**src/hw/ota_pkg.sv**
```systemverilog
package ota_pkg;

   // ---------------------------------------------
   // Widths and channel layout
   // ---------------------------------------------
   localparam int unsigned OTA_NCH = 5;
   localparam int unsigned OTA_TEMP_W = 11;
   localparam int unsigned OTA_LIM_W = 8;
   localparam int unsigned OTA_FRAC_W = 3;
   localparam int unsigned OTA_CMP_W = 13;

   // Channel index equals status bit position
   localparam int unsigned OTA_CH_LOCAL = 0;
   localparam int unsigned OTA_CH_RMT1 = 1;
   localparam int unsigned OTA_CH_RMT2 = 2;
   localparam int unsigned OTA_CH_RMT3 = 3;
   localparam int unsigned OTA_CH_RMT4 = 4;

   // ---------------------------------------------
   // Command codes and reset values
   // ---------------------------------------------
   localparam logic [7:0] OTA_CMD_COMMON = 8'h02;
   localparam logic [7:0] OTA_CMD_STAT_A = 8'h08;
   localparam logic [7:0] OTA_CMD_STAT_B = 8'h09;
   localparam logic [7:0] OTA_CMD_MASK_A = 8'h0c;
   localparam logic [4:0] OTA_MASK_A_RST = 5'h19;
   localparam int unsigned OTA_COMMON_A_BIT = 1;
   localparam int unsigned OTA_COMMON_B_BIT = 2;

   // ---------------------------------------------
   // Carriers
   // ---------------------------------------------
   typedef struct packed {
      logic [OTA_NCH-1:0] valid;
      logic [OTA_NCH-1:0][OTA_TEMP_W-1:0] temp;
   } ota_conv_s;

   typedef struct packed {
      logic [OTA_LIM_W-1:0] local_lim;
      logic [OTA_LIM_W-1:0] rmt1_lim_a;
      logic [OTA_LIM_W-1:0] rmt2_lim_a;
      logic [OTA_LIM_W-1:0] rmt1_lim_b;
      logic [OTA_LIM_W-1:0] rmt2_lim_b;
      logic [OTA_LIM_W-1:0] rmt3_lim;
      logic [OTA_LIM_W-1:0] rmt4_lim;
      logic [OTA_LIM_W-1:0] hyst;
   } ota_limits_s;

   typedef struct packed {
      logic [7:0] cmd;
      logic rd;
      logic wr;
      logic [7:0] wdata;
   } ota_reg_req_s;

endpackage

```
**src/hw/ota_status.sv**
```systemverilog
`timescale 1ns/1ps
module ota_status
   import ota_pkg::*;
(
   input wire logic clk_sys_in, // 20 MHz system clock
   input wire logic rst_in, // Synchronous reset, active high
   input wire ota_conv_s conv_in, // Conversion results with valid pulses
   input wire ota_limits_s limits_in, // Limits and shared hysteresis
   input wire ota_reg_req_s req_in, // Register command port
   output logic [7:0] rdata_out, // Read data
   output logic rvalid_out, // Read data valid pulse
   output logic overtemp_alarm_a_n_out, // First alarm, active low
   output logic overtemp_alarm_b_n_out // Second alarm, active low
);

   // ---------------------------------------------
   // State
   // ---------------------------------------------
   typedef struct packed {
      logic [OTA_NCH-1:0] flag_a;
      logic [OTA_NCH-1:0] flag_b;
      logic [OTA_NCH-1:0] mask_a;
      logic [7:0] rdata;
      logic rvalid;
      logic alarm_a_n;
      logic alarm_b_n;
   } ota_state_s;

   ota_state_s st_reg;
   ota_state_s st_next;
   logic [OTA_NCH-1:0][OTA_LIM_W-1:0] lim_a;
   logic [OTA_NCH-1:0][OTA_LIM_W-1:0] lim_b;

   // ---------------------------------------------
   // Helpers
   // ---------------------------------------------
   // Limits are whole degrees, readings carry three fraction bits
   function automatic logic signed [OTA_CMP_W-1:0] ota_scale(
      input logic signed [OTA_LIM_W:0] deg);
      ota_scale = OTA_CMP_W'(deg) <<< OTA_FRAC_W;
   endfunction

   // Hysteresis compare; the current flag holds inside the band
   function automatic logic ota_eval(
      input logic cur,
      input logic [OTA_TEMP_W-1:0] temp,
      input logic [OTA_LIM_W-1:0] lim,
      input logic [OTA_LIM_W-1:0] hyst);
      logic signed [OTA_CMP_W-1:0] t;
      logic signed [OTA_CMP_W-1:0] hi;
      logic signed [OTA_CMP_W-1:0] lo;
      t = OTA_CMP_W'(signed'(temp));
      hi = ota_scale(signed'({lim[OTA_LIM_W-1], lim}));
      lo = hi - ota_scale(signed'({1'b0, hyst}));
      if (t >= hi) begin
         ota_eval = 1'b1;
      end else if (t < lo) begin
         ota_eval = 1'b0;
      end else begin
         ota_eval = cur;
      end
   endfunction

   // Read decode for the read mux; unmapped codes read zero
   function automatic logic [7:0] ota_read(
      input logic [7:0] cmd,
      input ota_state_s s);
      case (cmd)
         OTA_CMD_STAT_A: ota_read = {3'h0, s.flag_a};
         OTA_CMD_STAT_B: ota_read = {3'h0, s.flag_b};
         OTA_CMD_MASK_A: ota_read = {3'h0, s.mask_a};
         OTA_CMD_COMMON: begin
            ota_read = 8'h00;
            ota_read[OTA_COMMON_A_BIT] = |s.flag_a;
            ota_read[OTA_COMMON_B_BIT] = |s.flag_b;
         end
         default: ota_read = 8'h00;
      endcase
   endfunction

   // ---------------------------------------------
   // Limit routing per channel
   // ---------------------------------------------
   // Local, remote 3 and remote 4 use one limit for both alarms
   always_comb begin
      lim_a = '0;
      lim_b = '0;
      lim_a[OTA_CH_LOCAL] = limits_in.local_lim;
      lim_b[OTA_CH_LOCAL] = limits_in.local_lim;
      lim_a[OTA_CH_RMT1] = limits_in.rmt1_lim_a;
      lim_b[OTA_CH_RMT1] = limits_in.rmt1_lim_b;
      lim_a[OTA_CH_RMT2] = limits_in.rmt2_lim_a;
      lim_b[OTA_CH_RMT2] = limits_in.rmt2_lim_b;
      lim_a[OTA_CH_RMT3] = limits_in.rmt3_lim;
      lim_b[OTA_CH_RMT3] = limits_in.rmt3_lim;
      lim_a[OTA_CH_RMT4] = limits_in.rmt4_lim;
      lim_b[OTA_CH_RMT4] = limits_in.rmt4_lim;
   end

   // ---------------------------------------------
   // Next state
   // ---------------------------------------------
   always_comb begin
      st_next = st_reg;
      st_next.rvalid = 1'b0;
      // A flag moves only when its channel has a fresh result
      for (int i = 0; i < OTA_NCH; i++) begin
         if (conv_in.valid[i]) begin
            st_next.flag_a[i] = ota_eval(st_reg.flag_a[i], conv_in.temp[i],
                                         lim_a[i], limits_in.hyst);
            st_next.flag_b[i] = ota_eval(st_reg.flag_b[i], conv_in.temp[i],
                                         lim_b[i], limits_in.hyst);
         end
      end
      // Only the mask is writable; status writes are dropped
      if (req_in.wr && req_in.cmd == OTA_CMD_MASK_A) begin
         st_next.mask_a = req_in.wdata[OTA_NCH-1:0];
      end
      // Reads return state as it stood before this edge
      if (req_in.rd) begin
         st_next.rdata = ota_read(req_in.cmd, st_reg);
         st_next.rvalid = 1'b1;
      end
      // Pins follow the new flags so status and pin agree on reads
      st_next.alarm_a_n = ~|(st_next.flag_a & ~st_next.mask_a);
      st_next.alarm_b_n = ~|st_next.flag_b;
   end

   // ---------------------------------------------
   // Registers
   // ---------------------------------------------
   always_ff @(posedge clk_sys_in) begin
      if (rst_in) begin
         st_reg.flag_a <= '0;
         st_reg.flag_b <= '0;
         st_reg.mask_a <= OTA_MASK_A_RST;
         st_reg.rdata <= 8'h00;
         st_reg.rvalid <= 1'b0;
         st_reg.alarm_a_n <= 1'b1;
         st_reg.alarm_b_n <= 1'b1;
      end else begin
         st_reg <= st_next;
      end
   end

   // Outputs straight from flops
   assign rdata_out = st_reg.rdata;
   assign rvalid_out = st_reg.rvalid;
   assign overtemp_alarm_a_n_out = st_reg.alarm_a_n;
   assign overtemp_alarm_b_n_out = st_reg.alarm_b_n;

   // Helper: local reading at or over the local limit
   logic loc_hot;
   logic loc_cold;
   assign loc_hot = signed'(OTA_CMP_W'(signed'(conv_in.temp[OTA_CH_LOCAL])))
      >= ota_scale(signed'({limits_in.local_lim[OTA_LIM_W-1],
                            limits_in.local_lim}));
   assign loc_cold = signed'(OTA_CMP_W'(signed'(conv_in.temp[OTA_CH_LOCAL])))
      < ota_scale(signed'({limits_in.local_lim[OTA_LIM_W-1],
                           limits_in.local_lim}))
      - ota_scale(signed'({1'b0, limits_in.hyst}));

   // Helper: remote 1 at or over its own second-alarm limit
   logic rmt1_hot_b;
   assign rmt1_hot_b = signed'(OTA_CMP_W'(signed'(conv_in.temp[OTA_CH_RMT1])))
      >= ota_scale(signed'({limits_in.rmt1_lim_b[OTA_LIM_W-1],
                            limits_in.rmt1_lim_b}));
endmodule

```
**config.mk**
```make
export PLATFORM = sky130hd
export DESIGN_NAME = ota_status
export DESIGN_NICKNAME = d
export VERILOG_FILES = /design/src/hw/ota_pkg.sv /design/src/hw/ota_status.sv
export SDC_FILE = /design/constraint.sdc
export NUM_CORES = 1
export LEC_CHECK = 0
export ABC_AREA = 0
export BUFFER_PORTS_ARGS = -buffer_cell sky130_fd_sc_hd__buf_2
export CORE_ASPECT_RATIO = 1.25
export CORE_UTILIZATION = 50
export DETAILED_ROUTE_END_ITERATION = 8
export PLACE_DENSITY = 0.79
export RECOVER_POWER = 50
export REMOVE_ABC_BUFFERS = 1
export SYNTH_ARGS = -nofsm -noshare
export SYNTH_HDL_FRONTEND = slang
export SYNTH_SLANG_ARGS = --single-unit
```
**constraint.sdc**
```tcl
create_clock -name clk_sys_in -period 14.89 [get_ports clk_sys_in]
set_input_delay 4.467 -clock clk_sys_in [delete_from_list [all_inputs] [get_ports clk_sys_in]]
set_output_delay 4.467 -clock clk_sys_in [all_outputs]
set_load 0.01 [all_outputs]
```
==> results of run 1 <==
worst min-delay path by stage:
stage / start / cells after the start / slack, ns / endpoint
after global placement: rdata_out[1] / 2 / 0.47 / rdata_out[1]
final: rdata_out[2] / 2 / 0.50 / rdata_out[2]
after CTS: rdata_out[1] / 2 / 0.49 / rdata_out[1]
after global routing: rdata_out[2] / 2 / 0.54 / rdata_out[2]
after detailed placement: rdata_out[1] / 2 / 0.48 / rdata_out[1]
after floorplan: st_reg[22] / 2 / 0.47 / st_reg[22]
per-layer routing:
layer | GRT usage [%] | part of all wire [%]
met5 | 0 | 0
met4 | 8.10 | 2.9
met3 | 3.05 | 5.7
met2 | 43.8 | 50
met1 | 26.7 | 42
cells in the mapped netlist, types with 3 or more instances:
cell,count,area (µm²)
nor3b_1,4,30.0
dfxtp_1,23,460
nor3_1,11,55.1
xnor2_1,38,333
inv_1,118,443
ha_1,182,2280
mux2i_1,9,90.1
a21boi_0,5,37.5
a21oi_1,60,300
a211oi_1,10,75.1
o21a_1,4,30.0
nand3_1,12,60.1
fa_1,7,140
buf_4,9,67.6
a22oi_1,4,30.0
or4b_2,3,30.0
o21ai_0,49,245
a21o_1,27,203
nor2b_1,19,119
o21bai_1,16,120
or3_1,5,31.3
a2111oi_0,5,43.8
o211ai_1,5,37.5
nor4b_1,4,35.0
nand4_1,8,50.1
nand2b_1,16,100
nand2_1,21,78.8
a31oi_1,7,43.8
nor2_1,40,150
xor2_1,7,61.3
and3_1,3,18.8
stage by stage:
stage	setup WS (ns)	area (µm²)	cells	total power (µW)	hold WS, ns
floorplan	7.11	6090	763	236	0.469
detailed placement	5.95	7030	1075	308	0.481
finish	6.29	7080	1079	362	0.497
CTS	6.20	7110	1079	366	0.495
global placement	6.02	7030	1075	300	0.470
global route	5.83	7080	1079	403	0.536
layout by cell type, fill, tap and decap left out, types with 3 or more instances in the layout:
cell type	count
a2111oi_0	5
a211oi_1	10
a21boi_0	5
a21o_1	27
a21oi_1	60
a22oi_1	4
a31oi_1	7
and3_1	3
buf_2	139
clkbuf_1	10
clkbuf_16	3
conb_1	3
dfxtp_1	23
fa_1	7
ha_1	182
inv_1	118
mux2i_1	9
nand2_1	21
nand2b_1	16
nand3_1	12
nand4_1	8
nor2_1	40
nor2b_1	19
nor3_1	12
nor3b_1	4
nor4b_1	4
o211ai_1	5
o21a_1	4
o21ai_0	49
o21bai_1	16
or3_1	5
or4b_2	3
xnor2_1	38
xor2_1	7
logic make-up (layout without fill, tap and decap cells):
family | Yosys count | count (layout) | synth area share (%)
compound gates | 214 | 214 | 22.1
xor+xnor | 45 | 45 | 6.39
fa+ha+maj | 189 | 189 | 39.2
buf+inv | 130 | 270 | 8.58
flops | 23 | 23 | 7.47
mux | 9 | 9 | 1.46
other cells | 1 | 3 | 0.0608
simple gates | 162 | 162 | 14.7
tightest hold or removal path, delay by kind of cell (launching register included):
family / cells / cell delay, ns
AO/OA/AOI/OAI: 1 / 0.07
AND/OR/NAND/NOR: 1 / 0.07
flip-flops: 1 / 0.33
report_power, final:
part	switching, µW	total (µW)	internal, µW
Sequential	3.62	69.9	66.3
Combinational	124	235	112
Clock	20.2	56.7	36.5
Total	148	362	214
layout make-up:
cell class | count | area (µm²)
repair buffers | 148 | 729
well taps | 164 | 205
multi-input cells | 622 | 5170
inverters | 118 | 443
flip-flops and latches | 23 | 460
clock buffers | 4 | 78.8
fillers | 1147 | 5020
==> summary.md, run 1 <==
| Metric | Value |
|---|---|
| Status | `finished clean` |
| Hold Vio Cnt, Final | `0` |
| Total track usage | `between 20% and 30%` |
| Antenna Nets Post-Route | `0` |
| Starting density of the core | `between 50% and 60%` |
| Fmax | `116 MHz` |
| CP startpoint | `limits_in[1]` |
| Fin util | `between 50% and 60%` |
| Mapped Area | `between 6000 and 7000 µm²` |
| Pin count of the biggest net entering global routing | `26` |
| Resized cells post-CTS | `0` |
| Die Width | `101 µm` |
| Die area | `12800 µm²` |
| Unique cell type count in the Yosys netlist | `61` |
| H-tree Lvls | `1` |
| Initial antenna violation count | `0` |
| Core area | `roughly 12000 µm²` |
| Yosys warning total | `0` |
| Initial DRC Count | `~160` |
| Critical path, cell by cell | `buf_2 > inv_1 > ha_1 > nor2b_1 > o21ai_0 > a21boi_0 > o21ai_0 > a21oi_1 > a21oi_1 > nor2_1 > ha_1 > nand4_1 > a2111oi_0 > nor2_1 > o211a_1 > o41ai_1 > a22oi_1 > o211a_1` |
| Worst r2r src | `st_reg[24]` |
| DP HPWL | `between 10 and 15 mm` |
| Post CTS Setup Buffer Count | `0` |
| Worst path max stage delay | `between 0.5 and 0.6 ns` |
| Worst r2r path cells | `6` |
| Kind of critical path | `input port to register` |
| Top delay family on crit path | `compound AO/OA/AOI/OAI gates` |
| First-pass GRT wire length | `approximately 24 mm` |
| Hold crit path type | `register to register` |
| Sequential-to-total area share from yosys stat | `7.47%` |
| CP endpoint | `overtemp_alarm_a_n_out` |
| Final slew viol count | `0` |
| Fin Setup TNS | `0 ns` |
| Ys async rst share | `0%` |
| #FFs+latches synth | `23` |
| Routed len/inst | `approximately 14 µm` |
| VDD IR max | `0.0285 mV` |
| Clk_lat worst skew | `approximately 0.25 ns` |
| Share of layout cells above drive strength 1 | `16.6%` |
| IO Count | `about 160` |
| Grt total ovfl | `0` |
| Max FO, Critical Path | `14` |
| Critical Path RT | `15.04 ns` |
| Ys flop type | `dfxtp_1` |
| First-pass DRT Iterations | `4` |
| Row cnt | `45` |
| CTS max path bufs | `2` |
| Final period util | `between 50 and 60%` |
| Worst EP arrival | `around 9 ns` |
| CTS tree | `yes` |
| GP Congestion | `roughly 0.86` |
| # DRC | `0` |
| Synthesis-to-layout area growth | `14.9%` |
| Die Y | `126 µm` |
| Post-synth EDFFs | `0` |
| Post-synthesis cell count | `approximately 770` |
| I/O Buffers | `148` |
| Slew margin rel. | `22.5%` |
| Critical path endpoint category | `register` |
| CTS Hold Buffers Added | `0` |
| Flop2flop setup slack | `13.41 ns` |
| Clk_skew | `roughly 0.0014 ns` |
| Clk slew on worst S/H paths | `approximately 0.060 ns` |
| Cell Pwr Density | `slightly above 50 nW/µm²` |
| Post-Syn Area per Cell | `roughly 8 µm²` |
| Nets | `approximately 1200` |
| CTS sink cnt | `23` |
| Via-to-Cell Ratio | `approximately 5.5` |
| Crit-path slowest cell | `a2111oi_0` |
| Setup Viol. Count Final | `0` |
| P_leak | `~0.0038 µW` |
| Num CTS Buffers | `3` |
| Wirelength, routed | `between 10 and 15 mm` |
| Startpoint Class | `input port` |
| # diodes | `0` |
| Tmin final | `approximately 8.6 ns` |
| Least-Margin Pin Slew | `between 1 and 1.5 ns` |
| Clock root buffer | `clkbuf_16` |
| Max reg flops | `15` |
| Buf/Inv on CP | `2` |
| RSZ-0062 raised after global routing | `false` |
| Vias in the first global route | `~5800` |
| Max Cap Viol | `0` |
| Vias post-DR | `5932` |
| Reg2reg end | `rdata_out[1]` |
| Worst path depth | `18` |
(Power assumes the default switching activity.)
==> run 2: changes to the inputs <==
- ABC_AREA: 0 -> 1
- PLACE_DENSITY: 0.79 -> 0.81
- clock period: 14.89 -> 7.7 ns (I/O delays scaled with it)
==> run 2 against run 1 <==
Net effect:
- sequential power is 87% higher
- cell count up 18%
- die area increased by 5.0%
- flip-flop and latch count unchanged
==> summary.md, run 2 <==
| Metric | Value |
|---|---|
| H-tree Lvls | `1` |
| Unique cell type count in the Yosys netlist | `34` |
| Total track usage | `a little under a quarter` |
| Clk slew on worst S/H paths | `~0.060 ns` |
| Post CTS Setup Buffer Count | `0` |
| Fin util | `around three fifths` |
| Critical Path RT | `7.89 ns` |
| CTS Hold Buffers Added | `0` |
| Fmax | `roughly 180 MHz` |
| GP Congestion | `roughly 0.9` |
| Flop2flop setup slack | `about 6.2 ns` |
| Wirelength, routed | `~15 mm` |
| Die Y | `between 100 and 150 µm` |
| Worst r2r src | `st_reg[19]` |
| Mapped Area | `around 6500 µm²` |
| Ys flop type | `dfxtp_1` |
| Post-Syn Area per Cell | `~6.7 µm²` |
| DP HPWL | `13.4 mm` |
| Vias in the first global route | `between 6000 and 7000` |
| Clk_lat worst skew | `roughly 0.26 ns` |
| Vias post-DR | `6621` |
| Setup Viol. Count Final | `0` |
| CTS max path bufs | `2` |
| Slew margin rel. | `between 40% and 50%` |
| Row cnt | `46` |
| Ys async rst share | `0%` |
| RSZ-0062 raised after global routing | `false` |
| CP startpoint | `limits_in[1]` |
| Top-area cell type share of the netlist area | `a little over a third` |
| # diodes | `0` |
| Most common cell after layout, fill and taps aside | `nand2_1` |
| Routed len/inst | `roughly 12 µm` |
| Synthesis-to-layout area growth | `14.3%` |
| I/O Buffers | `~150` |
| Count leader, synth | `nand2_1` |
| CP endpoint | `overtemp_alarm_a_n_out` |
| Clk_skew | `just under 0.004 ns` |
| Nets | `between 1000 and 1500` |
| Final period util | `73.0%` |
| Dominant cell type by area after synthesis | `ha_1` |
| Status | `finished clean` |
| # DRC | `0` |
| First-pass GRT wire length | `25.6 mm` |
| Core area | `12700 µm²` |
| Cell Pwr Density | `between 90 and 100 nW/µm²` |
| Max reg flops | `15` |
| Num CTS Buffers | `3` |
| Kind of critical path | `input port to register` |
| Clock root buffer | `clkbuf_16` |
| Initial DRC Count | `approximately 190` |
| Die Width | `104 µm` |
| First-pass DRT Iterations | `4` |
| Largest cells by area after synthesis | `ha_1 (35%), nand2_1 (12%), inv_1 (11%), a21oi_1 (7.8%), dfxtp_1 (7.1%)` |
| CTS tree | `yes` |
| Max Cap Viol | `0` |
| Startpoint Class | `input port` |
| IO Count | `around 160` |
| Post-synth EDFFs | `0` |
| Critical path endpoint category | `register` |
| Most frequent cells in the layout | `nand2_1 (202), inv_1 (185), ha_1 (182)` |
| Fin Setup TNS | `0 ns` |
| Worst EP arrival | `just under 6 ns` |
| Reg2reg end | `rdata_out[2]` |
| #FFs+latches synth | `23` |
| Least-Margin Pin Slew | `between 0.8 and 0.9 ns` |
| Share of layout cells above drive strength 1 | `13.3%` |
| Sequential-to-total area share from yosys stat | `7.11%` |
| Worst r2r path cells | `5` |
| Via-to-Cell Ratio | `5.18` |
| Hold crit path type | `register to register` |
| Initial antenna violation count | `2` |
| Grt total ovfl | `0` |
| Tmin final | `about 5.6 ns` |
| Pin count of the biggest net entering global routing | `20` |
| Antenna Nets Post-Route | `0` |
| Max FO, Critical Path | `14` |
| Synth top cells by count | `nand2_1 (201), inv_1 (184), ha_1 (182), a21oi_1 (101), nor2_1 (53)` |
| VDD IR max | `0.0799 mV` |
| Starting density of the core | `around half` |
| Final slew viol count | `0` |
| Resized cells post-CTS | `0` |
| P_leak | `~0.0044 µW` |
| Hold Vio Cnt, Final | `0` |
| CTS sink cnt | `23` |
| Yosys warning total | `0` |
| Die area | `13400 µm²` |
| Post-synthesis cell count | `around 970` |
-- run 2: cell count changes after synthesis, sizes merged, moves of 17 or more --
cell,change
nand2,+182
inv,+68
a21oi,+42
nand3,+35
xor2,+21
nor2b,-20
xnor2,-17
-- run 2: layer usage --
metal | track usage [%] | part of all wire [%] | wire length (µm)
met1 | 26.3 | 42 | 6330
met2 | 44.4 | 50 | 7660
met3 | 1.96 | 4.4 | 667
met4 | 7.23 | 3.3 | 495
met5 | 0 | 0.15 | 22
-- run 2: power by group --
part	leakage, µW	switching (µW)	internal (µW)	total [µW]
clock	0.0000409	42.0	69.8	112
combinational	0.00420	279	215	494
sequential	0.000188	4.34	126	131
-- run 2: logic make-up after synthesis --
family / Yosys count / synth area share [%]
other cells: 1 / 0.0579
flops: 23 / 7.11
xor+xnor: 49 / 6.62
buf+inv: 196 / 11.8
mux: 1 / 0.155
compound gates: 174 / 15.0
simple gates: 333 / 21.9
fa+ha+maj: 189 / 37.3
-- run 2: worst max-delay path, stage by stage --
cell and delay [ns]:
buf_2 0.09, inv_1 0.58, ha_1 0.36, nand3_1 0.08, nand2_1 0.08, a21oi_1 0.14, o21bai_1 0.11, nand2_1 0.07
nand2_1 0.05, a21oi_1 0.20, nor2_1 0.06, o21ai_0 0.14, inv_1 0.06, ha_1 0.32, a21o_1 0.19, nor2_1 0.14
nand3_1 0.09, nand2_1 0.06, nand3_1 0.14, nand2_1 0.12, nand2_1 0.05, nand2_1 0.06, nand2_1 0.07, nor2_1 0.11
nand2_1 0.06, nand2_1 0.05
-- run 2: area by class of cell --
cell class | instances | area, µm²
fill | 1241 | 5250
timing repair buffer | 148 | 729
multi-input combinational | 749 | 5230
sequential | 23 | 460
tap | 168 | 210
clock inverter | 1 | 5.00
clock buffer | 3 | 75.1
inverter | 186 | 698
-- run 2: worst min-delay path by stage --
stage | from | endpoint | slack [ns] | cells past startpoint
2_1_floorplan | st_reg[21] | st_reg[21] | 0.46 | 2
3_3_place_gp | rdata_out[3] | rdata_out[3] | 0.45 | 2
3_5_place_dp | rdata_out[3] | rdata_out[3] | 0.46 | 2
4_1_cts | rdata_out[3] | rdata_out[3] | 0.46 | 2
5_1_grt | rdata_out[1] | rdata_out[1] | 0.49 | 2
6_report | rdata_out[3] | rdata_out[3] | 0.47 | 2
-- run 2: metrics by stage --
step           power (µW)  cells  hold WS (ns)  worst slack, ns  area (µm²)
2_1_floorplan         491    958         0.455             2.54        6420
3_3_place_gp          611   1274         0.452             1.83        7370
3_5_place_dp          630   1274         0.455             1.78        7370
4_1_cts               741   1278         0.464             2.03        7450
5_1_grt               830   1278         0.490             1.64        7410
6_report              736   1278         0.466             2.08        7410
